<file path="config.mk">
export PLATFORM = sky130hd
export DESIGN_NAME = sbu_unit
export DESIGN_NICKNAME = d
export VERILOG_FILES = /design/src/hw/sbu_pkg.sv /design/src/hw/sbu_unit.sv
export SDC_FILE = /design/constraint.sdc
export NUM_CORES = 1
export LEC_CHECK = 0
export CORE_MARGIN = 2
export CORE_UTILIZATION = 35
export CTS_CLUSTER_DIAMETER = 60
export DETAILED_ROUTE_END_ITERATION = 16
export DONT_BUFFER_PORTS = 1
export HOLD_SLACK_MARGIN = 0.05
export PLACE_DENSITY_LB_ADDON = 0.2
export RECOVER_POWER = 50
export SETUP_SLACK_MARGIN = 0.2
export SLEW_MARGIN = 20
export SYNTH_ARGS = -nofsm -noshare
export SYNTH_HDL_FRONTEND = slang
export SYNTH_SLANG_ARGS = --single-unit
</file>
<file path="constraint.sdc">
create_clock -name clk_i -period 3.47 [get_ports clk_i]
set_clock_uncertainty 0.15 [all_clocks]
set_input_delay 0.8675 -clock clk_i [delete_from_list [all_inputs] [get_ports clk_i]]
set_output_delay 0.8675 -clock clk_i [all_outputs]
set_load 0.02 [all_outputs]
</file>
<file path="src/hw/sbu_pkg.sv">
// Shared types and constants of the shift and bit manipulation unit
package sbu_pkg;

	localparam int unsigned BYTE_W = 8;
	localparam int unsigned BITNO_W = 3;
	localparam int unsigned ADDR_W = 16;
	localparam logic [7:0] BYTE_ZERO = 8'h00;
	localparam logic [2:0] SIGN_POS = 3'h7;

	// Operation codes
	typedef enum logic [4:0] {
		arith_shift_left_op,
		arith_shift_right_op,
		logic_shift_left_op,
		logic_shift_right_op,
		rotate_left_op,
		rotate_right_op,
		rotate_carry_left_op,
		rotate_carry_right_op,
		bit_set_op,
		bit_clear_op,
		bit_invert_op,
		bit_test_op,
		carry_and_bit_op,
		carry_and_inv_bit_op,
		carry_or_bit_op,
		carry_or_inv_bit_op,
		carry_xor_bit_op,
		carry_xor_inv_bit_op,
		bit_to_carry_op,
		inv_bit_to_carry_op,
		carry_to_bit_op,
		inv_carry_to_bit_op
	} sbu_op_e;

	// Flag bits of condition_flags touched by this unit
	typedef struct packed {
		logic n;
		logic z;
		logic v;
		logic c;
	} sbu_flags_s;

	// One operation request from the core
	typedef struct packed {
		sbu_op_e op;
		logic to_mem;
		logic [ADDR_W-1:0] addr;
		logic [BYTE_W-1:0] reg_data;
		logic bit_from_reg;
		logic [BITNO_W-1:0] bit_imm;
		logic [BYTE_W-1:0] bit_reg;
		sbu_flags_s flags;
	} sbu_req_s;

	// Outcome reported with done
	typedef struct packed {
		logic [BYTE_W-1:0] data;
		logic data_we;
		sbu_flags_s flags;
		sbu_flags_s flags_we;
	} sbu_res_s;

endpackage

</file>
<file path="src/hw/sbu_unit.sv">
// Shift and bit manipulation datapath with memory read-modify-write
`timescale 1ns/1ps

// What this block does
// RULE1: Arithmetic shift left or right of register
// RULE2: Logical shift left or right of register
// RULE3: Rotate register byte without carry
// RULE4: Rotate through carry as ninth bit
// RULE5: Bit set forces selected bit to one
// RULE6: Bit clear forces selected bit to zero
// RULE7: Bit invert complements selected bit only
// RULE8: Bit test loads zero with inverted bit
// RULE9: Bit number from immediate or register
// RULE10: Carry becomes carry AND bit
// RULE11: Carry becomes carry AND inverted bit
// RULE12: Carry becomes carry OR bit
// RULE13: Carry becomes carry OR inverted bit
// RULE14: Carry becomes carry XOR bit
// RULE15: Carry becomes carry XOR inverted bit
// RULE16: Bit load copies bit to carry
// RULE17: Inverted bit load copies inverted bit
// RULE18: Bit store writes carry into bit
// RULE19: Inverted bit store writes inverted carry
// RULE20: Carry bit ops use immediate bit number
// RULE21: Shifted-out bit to carry, sign handling
// RULE22: Memory targets use full-byte read-modify-write
module sbu_unit (
	// Clock and reset
	input wire logic clk_i,
	input wire logic rst_b_i,
	// Request from the core
	input wire logic req_valid_i,
	input wire sbu_pkg::sbu_req_s req_i,
	output logic req_ready_o,
	// Completion
	output logic done_o,
	output sbu_pkg::sbu_res_s res_o,
	// Memory byte port
	output logic mem_rd_o,
	output logic mem_wr_o,
	output logic [sbu_pkg::ADDR_W-1:0] mem_addr_o,
	output logic [sbu_pkg::BYTE_W-1:0] mem_wdata_o,
	input wire logic [sbu_pkg::BYTE_W-1:0] mem_rdata_i,
	input wire logic mem_ack_i
);

	typedef enum logic [1:0] {
		ST_IDLE,
		ST_READ,
		ST_WRITE
	} sbu_st_e;

	typedef struct packed {
		sbu_st_e st;
		logic ready;
		logic done;
		sbu_pkg::sbu_res_s res;
		logic mem_rd;
		logic mem_wr;
		logic [sbu_pkg::ADDR_W-1:0] addr;
		logic [sbu_pkg::BYTE_W-1:0] wdata;
		sbu_pkg::sbu_op_e op;
		logic [sbu_pkg::BITNO_W-1:0] bitno;
		sbu_pkg::sbu_flags_s flags;
	} sbu_state_s;

	sbu_state_s state;
	sbu_state_s next_state;

	// Shifts and rotates sit at the bottom of the op list
	function automatic logic is_shift(input sbu_pkg::sbu_op_e op);
		is_shift = (op <= sbu_pkg::rotate_carry_right_op);
	endfunction

	// Listed one by one so a reordered op list cannot widen the set
	function automatic logic writes_carry(input sbu_pkg::sbu_op_e op);
		unique case (op)
			sbu_pkg::carry_and_bit_op, sbu_pkg::carry_and_inv_bit_op,
			sbu_pkg::carry_or_bit_op, sbu_pkg::carry_or_inv_bit_op,
			sbu_pkg::carry_xor_bit_op, sbu_pkg::carry_xor_inv_bit_op,
			sbu_pkg::bit_to_carry_op, sbu_pkg::inv_bit_to_carry_op: writes_carry = 1'b1;
			default: writes_carry = 1'b0;
		endcase
	endfunction

	// Idle and ready, everything else cleared
	function automatic sbu_state_s idle_state();
		sbu_state_s s;
		s = '0;
		s.st = ST_IDLE;
		s.ready = 1'b1;
		return s;
	endfunction

	// Carry-combining and carry-move ops ignore a register bit number
	function automatic logic imm_only(input sbu_pkg::sbu_op_e op);
		unique case (op)
			sbu_pkg::carry_and_bit_op, sbu_pkg::carry_and_inv_bit_op,
			sbu_pkg::carry_or_bit_op, sbu_pkg::carry_or_inv_bit_op,
			sbu_pkg::carry_xor_bit_op, sbu_pkg::carry_xor_inv_bit_op,
			sbu_pkg::bit_to_carry_op, sbu_pkg::inv_bit_to_carry_op,
			sbu_pkg::carry_to_bit_op, sbu_pkg::inv_carry_to_bit_op: imm_only = 1'b1; // RULE20
			default: imm_only = 1'b0;
		endcase
	endfunction

	// Ops that change the operand byte
	function automatic logic writes_byte(input sbu_pkg::sbu_op_e op);
		unique case (op)
			sbu_pkg::bit_set_op, sbu_pkg::bit_clear_op, sbu_pkg::bit_invert_op,
			sbu_pkg::carry_to_bit_op, sbu_pkg::inv_carry_to_bit_op: writes_byte = 1'b1;
			default: writes_byte = is_shift(op);
		endcase
	endfunction

	// Register bit number only where the op allows one
	function automatic logic [sbu_pkg::BITNO_W-1:0] pick_bitno(input sbu_pkg::sbu_req_s rq);
		logic [sbu_pkg::BITNO_W-1:0] n;
		if (rq.bit_from_reg && !imm_only(rq.op)) begin
			n = rq.bit_reg[sbu_pkg::BITNO_W-1:0]; // RULE9
		end else begin
			n = rq.bit_imm; // RULE9 RULE20
		end
		return n;
	endfunction

	// Byte with one bit replaced and the other seven kept
	function automatic logic [sbu_pkg::BYTE_W-1:0] put_bit(
		input logic [sbu_pkg::BYTE_W-1:0] d,
		input logic [sbu_pkg::BITNO_W-1:0] bn,
		input logic v
	);
		logic [sbu_pkg::BYTE_W-1:0] q;
		q = d;
		q[bn] = v;
		return q;
	endfunction

	// Sign and zero of the shifted byte; overflow is always cleared
	function automatic sbu_pkg::sbu_flags_s shift_flags(
		input logic [sbu_pkg::BYTE_W-1:0] q,
		input logic c
	);
		sbu_pkg::sbu_flags_s f;
		f.n = q[sbu_pkg::SIGN_POS];
		f.z = (q == sbu_pkg::BYTE_ZERO);
		f.v = 1'b0;
		f.c = c;
		return f;
	endfunction

	// Whole datapath for one byte
	function automatic sbu_pkg::sbu_res_s compute(
		input sbu_pkg::sbu_op_e op,
		input logic [sbu_pkg::BYTE_W-1:0] d,
		input logic [sbu_pkg::BITNO_W-1:0] bn,
		input sbu_pkg::sbu_flags_s f
	);
		sbu_pkg::sbu_res_s r;
		logic b;
		logic shift;
		r = '0;
		r.data = d;
		r.flags = f;
		b = d[bn];
		shift = 1'b1;
		unique case (op)
			sbu_pkg::arith_shift_left_op: begin
				r.data = {d[sbu_pkg::BYTE_W-2:0], 1'b0}; // RULE1
				r.flags.c = d[sbu_pkg::SIGN_POS]; // RULE21
			end
			sbu_pkg::arith_shift_right_op: begin
				r.data = {d[sbu_pkg::SIGN_POS], d[sbu_pkg::BYTE_W-1:1]}; // RULE1 RULE21
				r.flags.c = d[0]; // RULE21
			end
			sbu_pkg::logic_shift_left_op: begin
				r.data = {d[sbu_pkg::BYTE_W-2:0], 1'b0}; // RULE2
				r.flags.c = d[sbu_pkg::SIGN_POS]; // RULE21
			end
			sbu_pkg::logic_shift_right_op: begin
				r.data = {1'b0, d[sbu_pkg::BYTE_W-1:1]}; // RULE2 RULE21
				r.flags.c = d[0]; // RULE21
			end
			sbu_pkg::rotate_left_op: begin
				r.data = {d[sbu_pkg::BYTE_W-2:0], d[sbu_pkg::SIGN_POS]}; // RULE3
				r.flags.c = d[sbu_pkg::SIGN_POS];
			end
			sbu_pkg::rotate_right_op: begin
				r.data = {d[0], d[sbu_pkg::BYTE_W-1:1]}; // RULE3
				r.flags.c = d[0];
			end
			sbu_pkg::rotate_carry_left_op: begin
				r.data = {d[sbu_pkg::BYTE_W-2:0], f.c}; // RULE4
				r.flags.c = d[sbu_pkg::SIGN_POS]; // RULE4
			end
			sbu_pkg::rotate_carry_right_op: begin
				r.data = {f.c, d[sbu_pkg::BYTE_W-1:1]}; // RULE4
				r.flags.c = d[0]; // RULE4
			end
			default: shift = 1'b0;
		endcase
		if (shift) begin
			r.flags = shift_flags(r.data, r.flags.c); // RULE21
			r.flags_we = '1;
		end else begin
			unique case (op)
				sbu_pkg::bit_set_op: r.data = put_bit(d, bn, 1'b1); // RULE5
				sbu_pkg::bit_clear_op: r.data = put_bit(d, bn, 1'b0); // RULE6
				sbu_pkg::bit_invert_op: r.data = put_bit(d, bn, ~b); // RULE7
				sbu_pkg::bit_test_op: begin
					r.flags.z = ~b; // RULE8
					r.flags_we.z = 1'b1;
				end
				sbu_pkg::carry_and_bit_op: r.flags.c = f.c & b; // RULE10
				sbu_pkg::carry_and_inv_bit_op: r.flags.c = f.c & ~b; // RULE11
				sbu_pkg::carry_or_bit_op: r.flags.c = f.c | b; // RULE12
				sbu_pkg::carry_or_inv_bit_op: r.flags.c = f.c | ~b; // RULE13
				sbu_pkg::carry_xor_bit_op: r.flags.c = f.c ^ b; // RULE14
				sbu_pkg::carry_xor_inv_bit_op: r.flags.c = f.c ^ ~b; // RULE15
				sbu_pkg::bit_to_carry_op: r.flags.c = b; // RULE16
				sbu_pkg::inv_bit_to_carry_op: r.flags.c = ~b; // RULE17
				sbu_pkg::carry_to_bit_op: r.data = put_bit(d, bn, f.c); // RULE18
				sbu_pkg::inv_carry_to_bit_op: r.data = put_bit(d, bn, ~f.c); // RULE19
				default: r.data = d;
			endcase
			if (writes_carry(op)) begin
				r.flags_we.c = 1'b1;
			end
		end
		r.data_we = writes_byte(op);
		return r;
	endfunction

	always_comb begin
		sbu_pkg::sbu_res_s calc;
		calc = '0;
		next_state = state;
		next_state.done = 1'b0;
		case (state.st)
			ST_IDLE: begin
				if (req_valid_i) begin
					next_state.op = req_i.op;
					next_state.flags = req_i.flags;
					next_state.bitno = pick_bitno(req_i); // RULE9 RULE20
					// Shifts only ever target a register
					if (req_i.to_mem && !is_shift(req_i.op)) begin
						next_state.st = ST_READ; // RULE22
						next_state.ready = 1'b0;
						next_state.mem_rd = 1'b1;
						next_state.addr = req_i.addr;
					end else begin
						next_state.res = compute(req_i.op, req_i.reg_data,
							next_state.bitno, req_i.flags);
						next_state.done = 1'b1;
					end
				end
			end
			ST_READ: begin
				if (mem_ack_i) begin
					calc = compute(state.op, mem_rdata_i, state.bitno, state.flags);
					next_state.mem_rd = 1'b0;
					next_state.res = calc;
					// Byte goes back to memory, not to a register
					next_state.res.data_we = 1'b0;
					if (calc.data_we) begin
						next_state.st = ST_WRITE; // RULE22
						next_state.mem_wr = 1'b1;
						next_state.wdata = calc.data; // RULE22
					end else begin
						next_state.st = ST_IDLE;
						next_state.ready = 1'b1;
						next_state.done = 1'b1;
					end
				end
			end
			ST_WRITE: begin
				if (mem_ack_i) begin
					next_state.st = ST_IDLE;
					next_state.mem_wr = 1'b0;
					next_state.ready = 1'b1;
					next_state.done = 1'b1;
				end
			end
			default: begin
				next_state = idle_state();
			end
		endcase
	end

	always_ff @(posedge clk_i or negedge rst_b_i) begin
		if (!rst_b_i) begin
			state <= idle_state();
		end else begin
			state <= next_state;
		end
	end

	assign req_ready_o = state.ready;
	assign done_o = state.done;
	assign res_o = state.res;
	assign mem_rd_o = state.mem_rd;
	assign mem_wr_o = state.mem_wr;
	assign mem_addr_o = state.addr;
	assign mem_wdata_o = state.wdata;

endmodule // sbu_unit

</file>
==> impl_metrics.ini, run 1 <==
[status]
status = complete, no violations

[synthesis]
synth_nets = 660
ys.flop_type = dfrtp_1
synth_top_cell_by_area = dfrtp_1
ys_top_cells_by_count = 65 x nand2_1, 57 x dfrtp_1, 46 x nor2_1, 44 x o21ai_0, 41 x buf_4
ys_seq_area_frac = 0.300
async_reset_ff_frac = 1.00
ys_ff_latch = 58
syn_avg_cell_area_um2 = 8.08
synth_area_mm2 = 0.00483
synth_edf_count = 0
netlist-cell-type-count = 73
synth.most_common_cell = nand2_1
synth_area_leaders = dfrtp_1 30%, a22o_1 6.9%, buf_4 6.4%, nand2_1 5.0%, o21ai_0 4.6%
yosys_warnings = 0
syn_inst = 598
netlist.area_leader.share = 0.295

[power_and_ir_drop]
switching_share = 0.480
power_mw = 4.82
power_leakage_nw = 2.06
clkPwrFrac = 0.204
intPower_mw = 2.51
combinationalPowerShare = 0.481
p_switching_mw = 2.31
power_density_mw_per_mm2 = 945
power_frac_seq = 0.315
ir_worst_vdd_uv = 326

[timing]
period_needed_ns = 3.00
fin_crit_sh = 0.863
drv_slew = 0
tightest_slew_ns = 0.687
whs_ns = 0.0744
hold_viol = 0
finalSetupTns_ns = 0
worst_slack_ns = 0.474
slew-limit-headroom = 0.541
finalSetupViolCount = 0
rsz0062_at_grt = false
fmax_mhz = 334

[placed_design]
io_buffers = 0
hpwl_mm = 11.8
placed_area_mm2 = 0.00477
dp_cells = 719
post-place-ws_ns = 0.239
place.gp.congestion = 0.907

[clocking]
cts_setup_buffers = 0
holdBufCountCts = 0
htree_levels = 3
cts_sinks = 58
cts-buffers-inserted = 9
clk_latency_ns = 0.33
clockBufferDepth = 2
cts_root_buf = clkbuf_16
cts_tree = built
post_cts_resized = 0
clk_pin_slew_ns = 0.06

[floorplan]
num_rows = 42
io_pins = 103
dieArea_mm2 = 0.0148
die_w_um = 122
die_h_um = 122
core_area_mm2 = 0.0133
initial_core_util = 0.362

[layout]
fin_area_mm2 = 0.00510
final_core_util = 0.382
antenna_cells_inserted = 0
nFillCells = 1409
drive_above_1_share = 0.109
area_growth_pct = 5.54
finalNetCount = 616
fin_cells = 735

[detailed_routing]
ant_nets = 0
routed_wl_mm = 15.8
firstDrtPassIters = 5
drt_iter0_markers = 375
wl_per_cell_um = 21.5
drc_errors = 0
num_vias = 4596
vias_per_cell = 6.25

[worst_setup_path]
crit_path_end_kind = flip-flop
path_max_fanout = 13
crit_required_ns = 3.53
crit_chain = nor3b_1, o21a_1, nor2_1, a32oi_1, nor2_1, mux2_2, a311oi_1, o21ai_1
critPathLaunchType = flip-flop
arrival_ns = 3.06
critPathBufInv = 0
path_delay_family = compound AO/OA/AOI/OAI gates
crit_type = reg -> reg
cpMaxStageDelayCell = nor3b_1
crit_top_cell = nor2_1
critical_path.max_stage_delay_ns = 0.63

[min_path]
hold_path_class = in -> async

[grt]
overflow = 0
grt_max_degree = 59
grt_usage = 0.214
antenna_found_initial = 0
grt_pass1_vias = 4238
grt_pass1_wl_mm = 24.4

[job]
drv_cap = 0
-- registers in the layout, summed over array words and instances, names as in the netlist --
register and flops:
state 14, mem_wr_o 1, mem_rd_o 1, mem_wdata_o 8
done_o 1, req_ready_o 1, res_o 16, mem_addr_o 16
-- worst paths after layout --
kind	startpoint	to	slack (ns)	cells past startpoint
max	state[10]	res_o[12]	0.47	8
min	rst_b_i	state[58]	0.07	0
max reg2reg	state[10]	res_o[12]	0.47	8
min reg2reg	state[2]	state[2]	0.37	1
max in group asynchronous	rst_b_i	req_ready_o	2.92	0
min in group clk_i	state[2]	state[2]	0.37	1
-- cell usage in the layout, fill, tap and decap left out, drive strengths merged, types with 3 or more instances in the layout --
cell type  synthesis  routed
clkinv             1       4
buf               49      25
nor2              46      46
mux2i             22      22
and3               3       3
dfrtp             57      57
o21a               7       7
nand3             10      10
or2                5       5
o211ai             9       9
a21oi             32      32
inv               19      20
o311ai             3       3
a21o               3       3
a32oi              4       4
nand2             65      65
o22ai             11      11
clkbuf            31       9
nand2b            11      11
mux2               7       7
o21ai             51      51
nor2b              8       8
a21boi             3       3
o41ai              4       4
o31ai              3       3
nor3              12      12
a221o              3       3
a211oi             5       5
nand3b             3       3
a22o              38      38
a22oi              3       3
nor3b              3       3
or4                4       4
nand4              4       4
o2bb2ai            4       4
ha                 4       4
a311oi             6       6
a31oi              9       9
o221ai             4       4
nor4bb             3       3
-- area by class of cell --
type                       instances  area (µm²)  share of cell area
clock buffer                       9         225              0.0441
clock inverter                     7         103              0.0201
inverter                          20        75.1              0.0147
multi-input combinational        440        2840               0.556
sequential                        58        1450               0.285
tap                              176         220              0.0432
timing repair buffer              25         188              0.0368
-- metal layers --
| metal | share of wire | global-route usage |
|---|---|---|
| met4 | 0.032 | 0.0812 |
| met2 | 0.44 | 0.318 |
| met3 | 0.097 | 0.0665 |
| met1 | 0.43 | 0.290 |
| met5 | 0 | 0 |
-- worst register-to-register path, stage by stage (launching register included) --
cell and delay (ns):
dfrtp_1 0.56, nor3b_1 0.63, o21a_1 0.24, nor2_1 0.10
a32oi_1 0.44, nor2_1 0.12, mux2_2 0.28, a311oi_1 0.25
o21ai_1 0.10
-- power groups by stage --
| stage | Clock [mW] | Sequential (mW) | Combinational (mW) |
|---|---|---|---|
| 2_1_floorplan | 0 | 1.13 | 2.24 |
| 5_1_grt | 1.03 | 1.57 | 2.53 |
| 3_3_place_gp | 0 | 1.52 | 2.24 |
| 4_1_cts | 0.997 | 1.52 | 2.29 |
| 3_5_place_dp | 0 | 1.53 | 2.28 |
| 6_report | 0.984 | 1.52 | 2.32 |
-- cells by family (layout without fill, tap and decap cells) --
| kind of cell | Yosys count | count (layout) | share of synthesized area |
|---|---|---|---|
| XOR/XNOR | 3 | 3 | 0.00544 |
| multiplexers | 29 | 29 | 0.0660 |
| flip-flops | 58 | 58 | 0.300 |
| AND/OR/NAND/NOR | 188 | 188 | 0.191 |
| buffers and inverters | 100 | 61 | 0.114 |
| adder cells (fa/ha/maj) | 4 | 4 | 0.0104 |
| AO/OA/AOI/OAI | 216 | 216 | 0.313 |
No activity file was read; power rests on OpenSTA's default activity.
==> run 2: changes to the inputs <==
CORE_ASPECT_RATIO = 2   (was not set)
==> impl_metrics.ini, run 2 (same netlist as run 1, synthesis figures left out) <==
[placed_design]
placed_area_mm2 = 0.00471
hpwl_mm = 12.9
place.gp.congestion = 0.954
post-place-ws_ns = 0.0970
io_buffers = 0

[clocking]
cts_setup_buffers = 0
htree_levels = 3
cts_sinks = 58
clockBufferDepth = 2
cts-buffers-inserted = 9
cts_root_buf = clkbuf_16
clk_pin_slew_ns = 0.05
holdBufCountCts = 0
cts_tree = built
clk_latency_ns = 0.33

[floorplan]
die_w_um = 87.1
dieArea_mm2 = 0.0148
die_h_um = 170
num_rows = 60
initial_core_util = 0.358
core_area_mm2 = 0.0135
io_pins = 103

[timing]
period_needed_ns = 3.02
rsz0062_at_grt = false
drv_slew = 0
fmax_mhz = 331
hold_viol = 0
tightest_slew_ns = 0.734
slew-limit-headroom = 0.506
finalSetupViolCount = 0
finalSetupTns_ns = 0
worst_slack_ns = 0.449
fin_crit_sh = 0.871

[detailed_routing]
vias_per_cell = 6.34
wl_per_cell_um = 23.3
drc_errors = 0
firstDrtPassIters = 5
routed_wl_mm = 16.5
drt_iter0_markers = 331
num_vias = 4502
ant_nets = 0

[worst_setup_path]
crit_type = in -> reg
r2r_cells = 9
cpMaxStageDelayCell = mux2i_2
arrival_ns = 3.09
critPathBufInv = 0
crit_chain = and2_1, o221ai_4, mux2i_2, a21oi_1, a22o_1, mux2i_4, a211oi_1, a221o_1
r2r_start = state[11]
critPathLaunchType = primary input
r2r_end = res_o[12]
crit_path_end_kind = flip-flop
rrSetupSlack_ns = 0.50
path_delay_family = compound AO/OA/AOI/OAI gates
crit_required_ns = 3.53
path_max_fanout = 15
critical_path.max_stage_delay_ns = 0.52

[grt]
overflow = 0
grt_pass1_wl_mm = 25.3
grt_usage = 0.224
antenna_found_initial = 0
grt_pass1_vias = 4548
grt_max_degree = 59

[layout]
final_core_util = 0.373
finalNetCount = 612
antenna_cells_inserted = 0
drive_above_1_share = 0.101
area_growth_pct = 4.19
layout_commonest_cell = nand2_1
layout_common_cells = 65 x nand2_1, 57 x dfrtp_1, 46 x nor2_1
fin_area_mm2 = 0.00504

[power_and_ir_drop]
power_density_mw_per_mm2 = 948
power_leakage_nw = 2.04
ir_worst_vdd_uv = 277
power_mw = 4.77

[status]
status = complete, no violations

[job]
drv_cap = 0

[min_path]
hold_path_class = in -> async
run 2: cell types whose count changed in the layout (fill, tap and decap cells not counted):
cell      before  now
clkinv_4       3    0
nor3b_2        0    1
nor4bb_1       2    3
clkinv_2       0    2
clkbuf_8       0    1
nor4bb_2       1    0
clkbuf_1       0    1
buf_4         25   21
inv_6          1    0
nor3b_1        3    2
run 2: metal layers:
metal	track usage	part of all wire	wire length, µm	up-vias
met2	0.393	0.52	8640	225
li1	-	-	-	2092
met1	0.217	0.33	5430	2125
met5	0	0	0	-
met3	0.0577	0.073	1210	60
met4	0.174	0.076	1250	0
run 2: layout make-up:
type / instances / area (µm²)
fillers: 1402 / 8480
multi-input cells: 440 / 2840
flip-flops and latches: 58 / 1450
clock buffers: 11 / 243
well taps: 155 / 194
repair buffers: 21 / 158
clock inverters: 5 / 77.6
inverters: 20 / 75.1
run 2: worst max path at each step:
| stage | from | endpoint | cells after the start |
|---|---|---|---|
| floorplan | req_i[44] | res_o[13] | 9 |
| global placement | req_i[42] | res_o[14] | 8 |
| detailed placement | req_i[42] | res_o[14] | 8 |
| CTS | req_i[42] | res_o[14] | 8 |
| global route | state[9] | res_o[10] | 8 |
| finish | req_i[42] | res_o[14] | 8 |
run 2: metrics by stage:
| step | instances | hold WS (ns) |
|---|---|---|
| global route | 710 | 0.0634 |
| detailed placement | 694 | 0.350 |
| finish | 710 | 0.0784 |
| global placement | 694 | 0.344 |
| floorplan | 598 | 0.301 |
| CTS | 710 | 0.0696 |
run 2: what timing repair did:
action / in CTS / in global routing
endpoints found under the hold margin: 0 / 0
resized for setup: 0 / 1
setup endpoints to repair: 0 / 2
run 2: power breakdown:
group / internal [mW] / leakage, nW / total [mW] / switching (mW)
combinational: 0.890 / 1.11 / 2.25 / 1.36
clock: 0.645 / 0.156 / 0.957 / 0.312
sequential: 0.957 / 0.776 / 1.56 / 0.604
total: 2.49 / 2.04 / 4.77 / 2.28
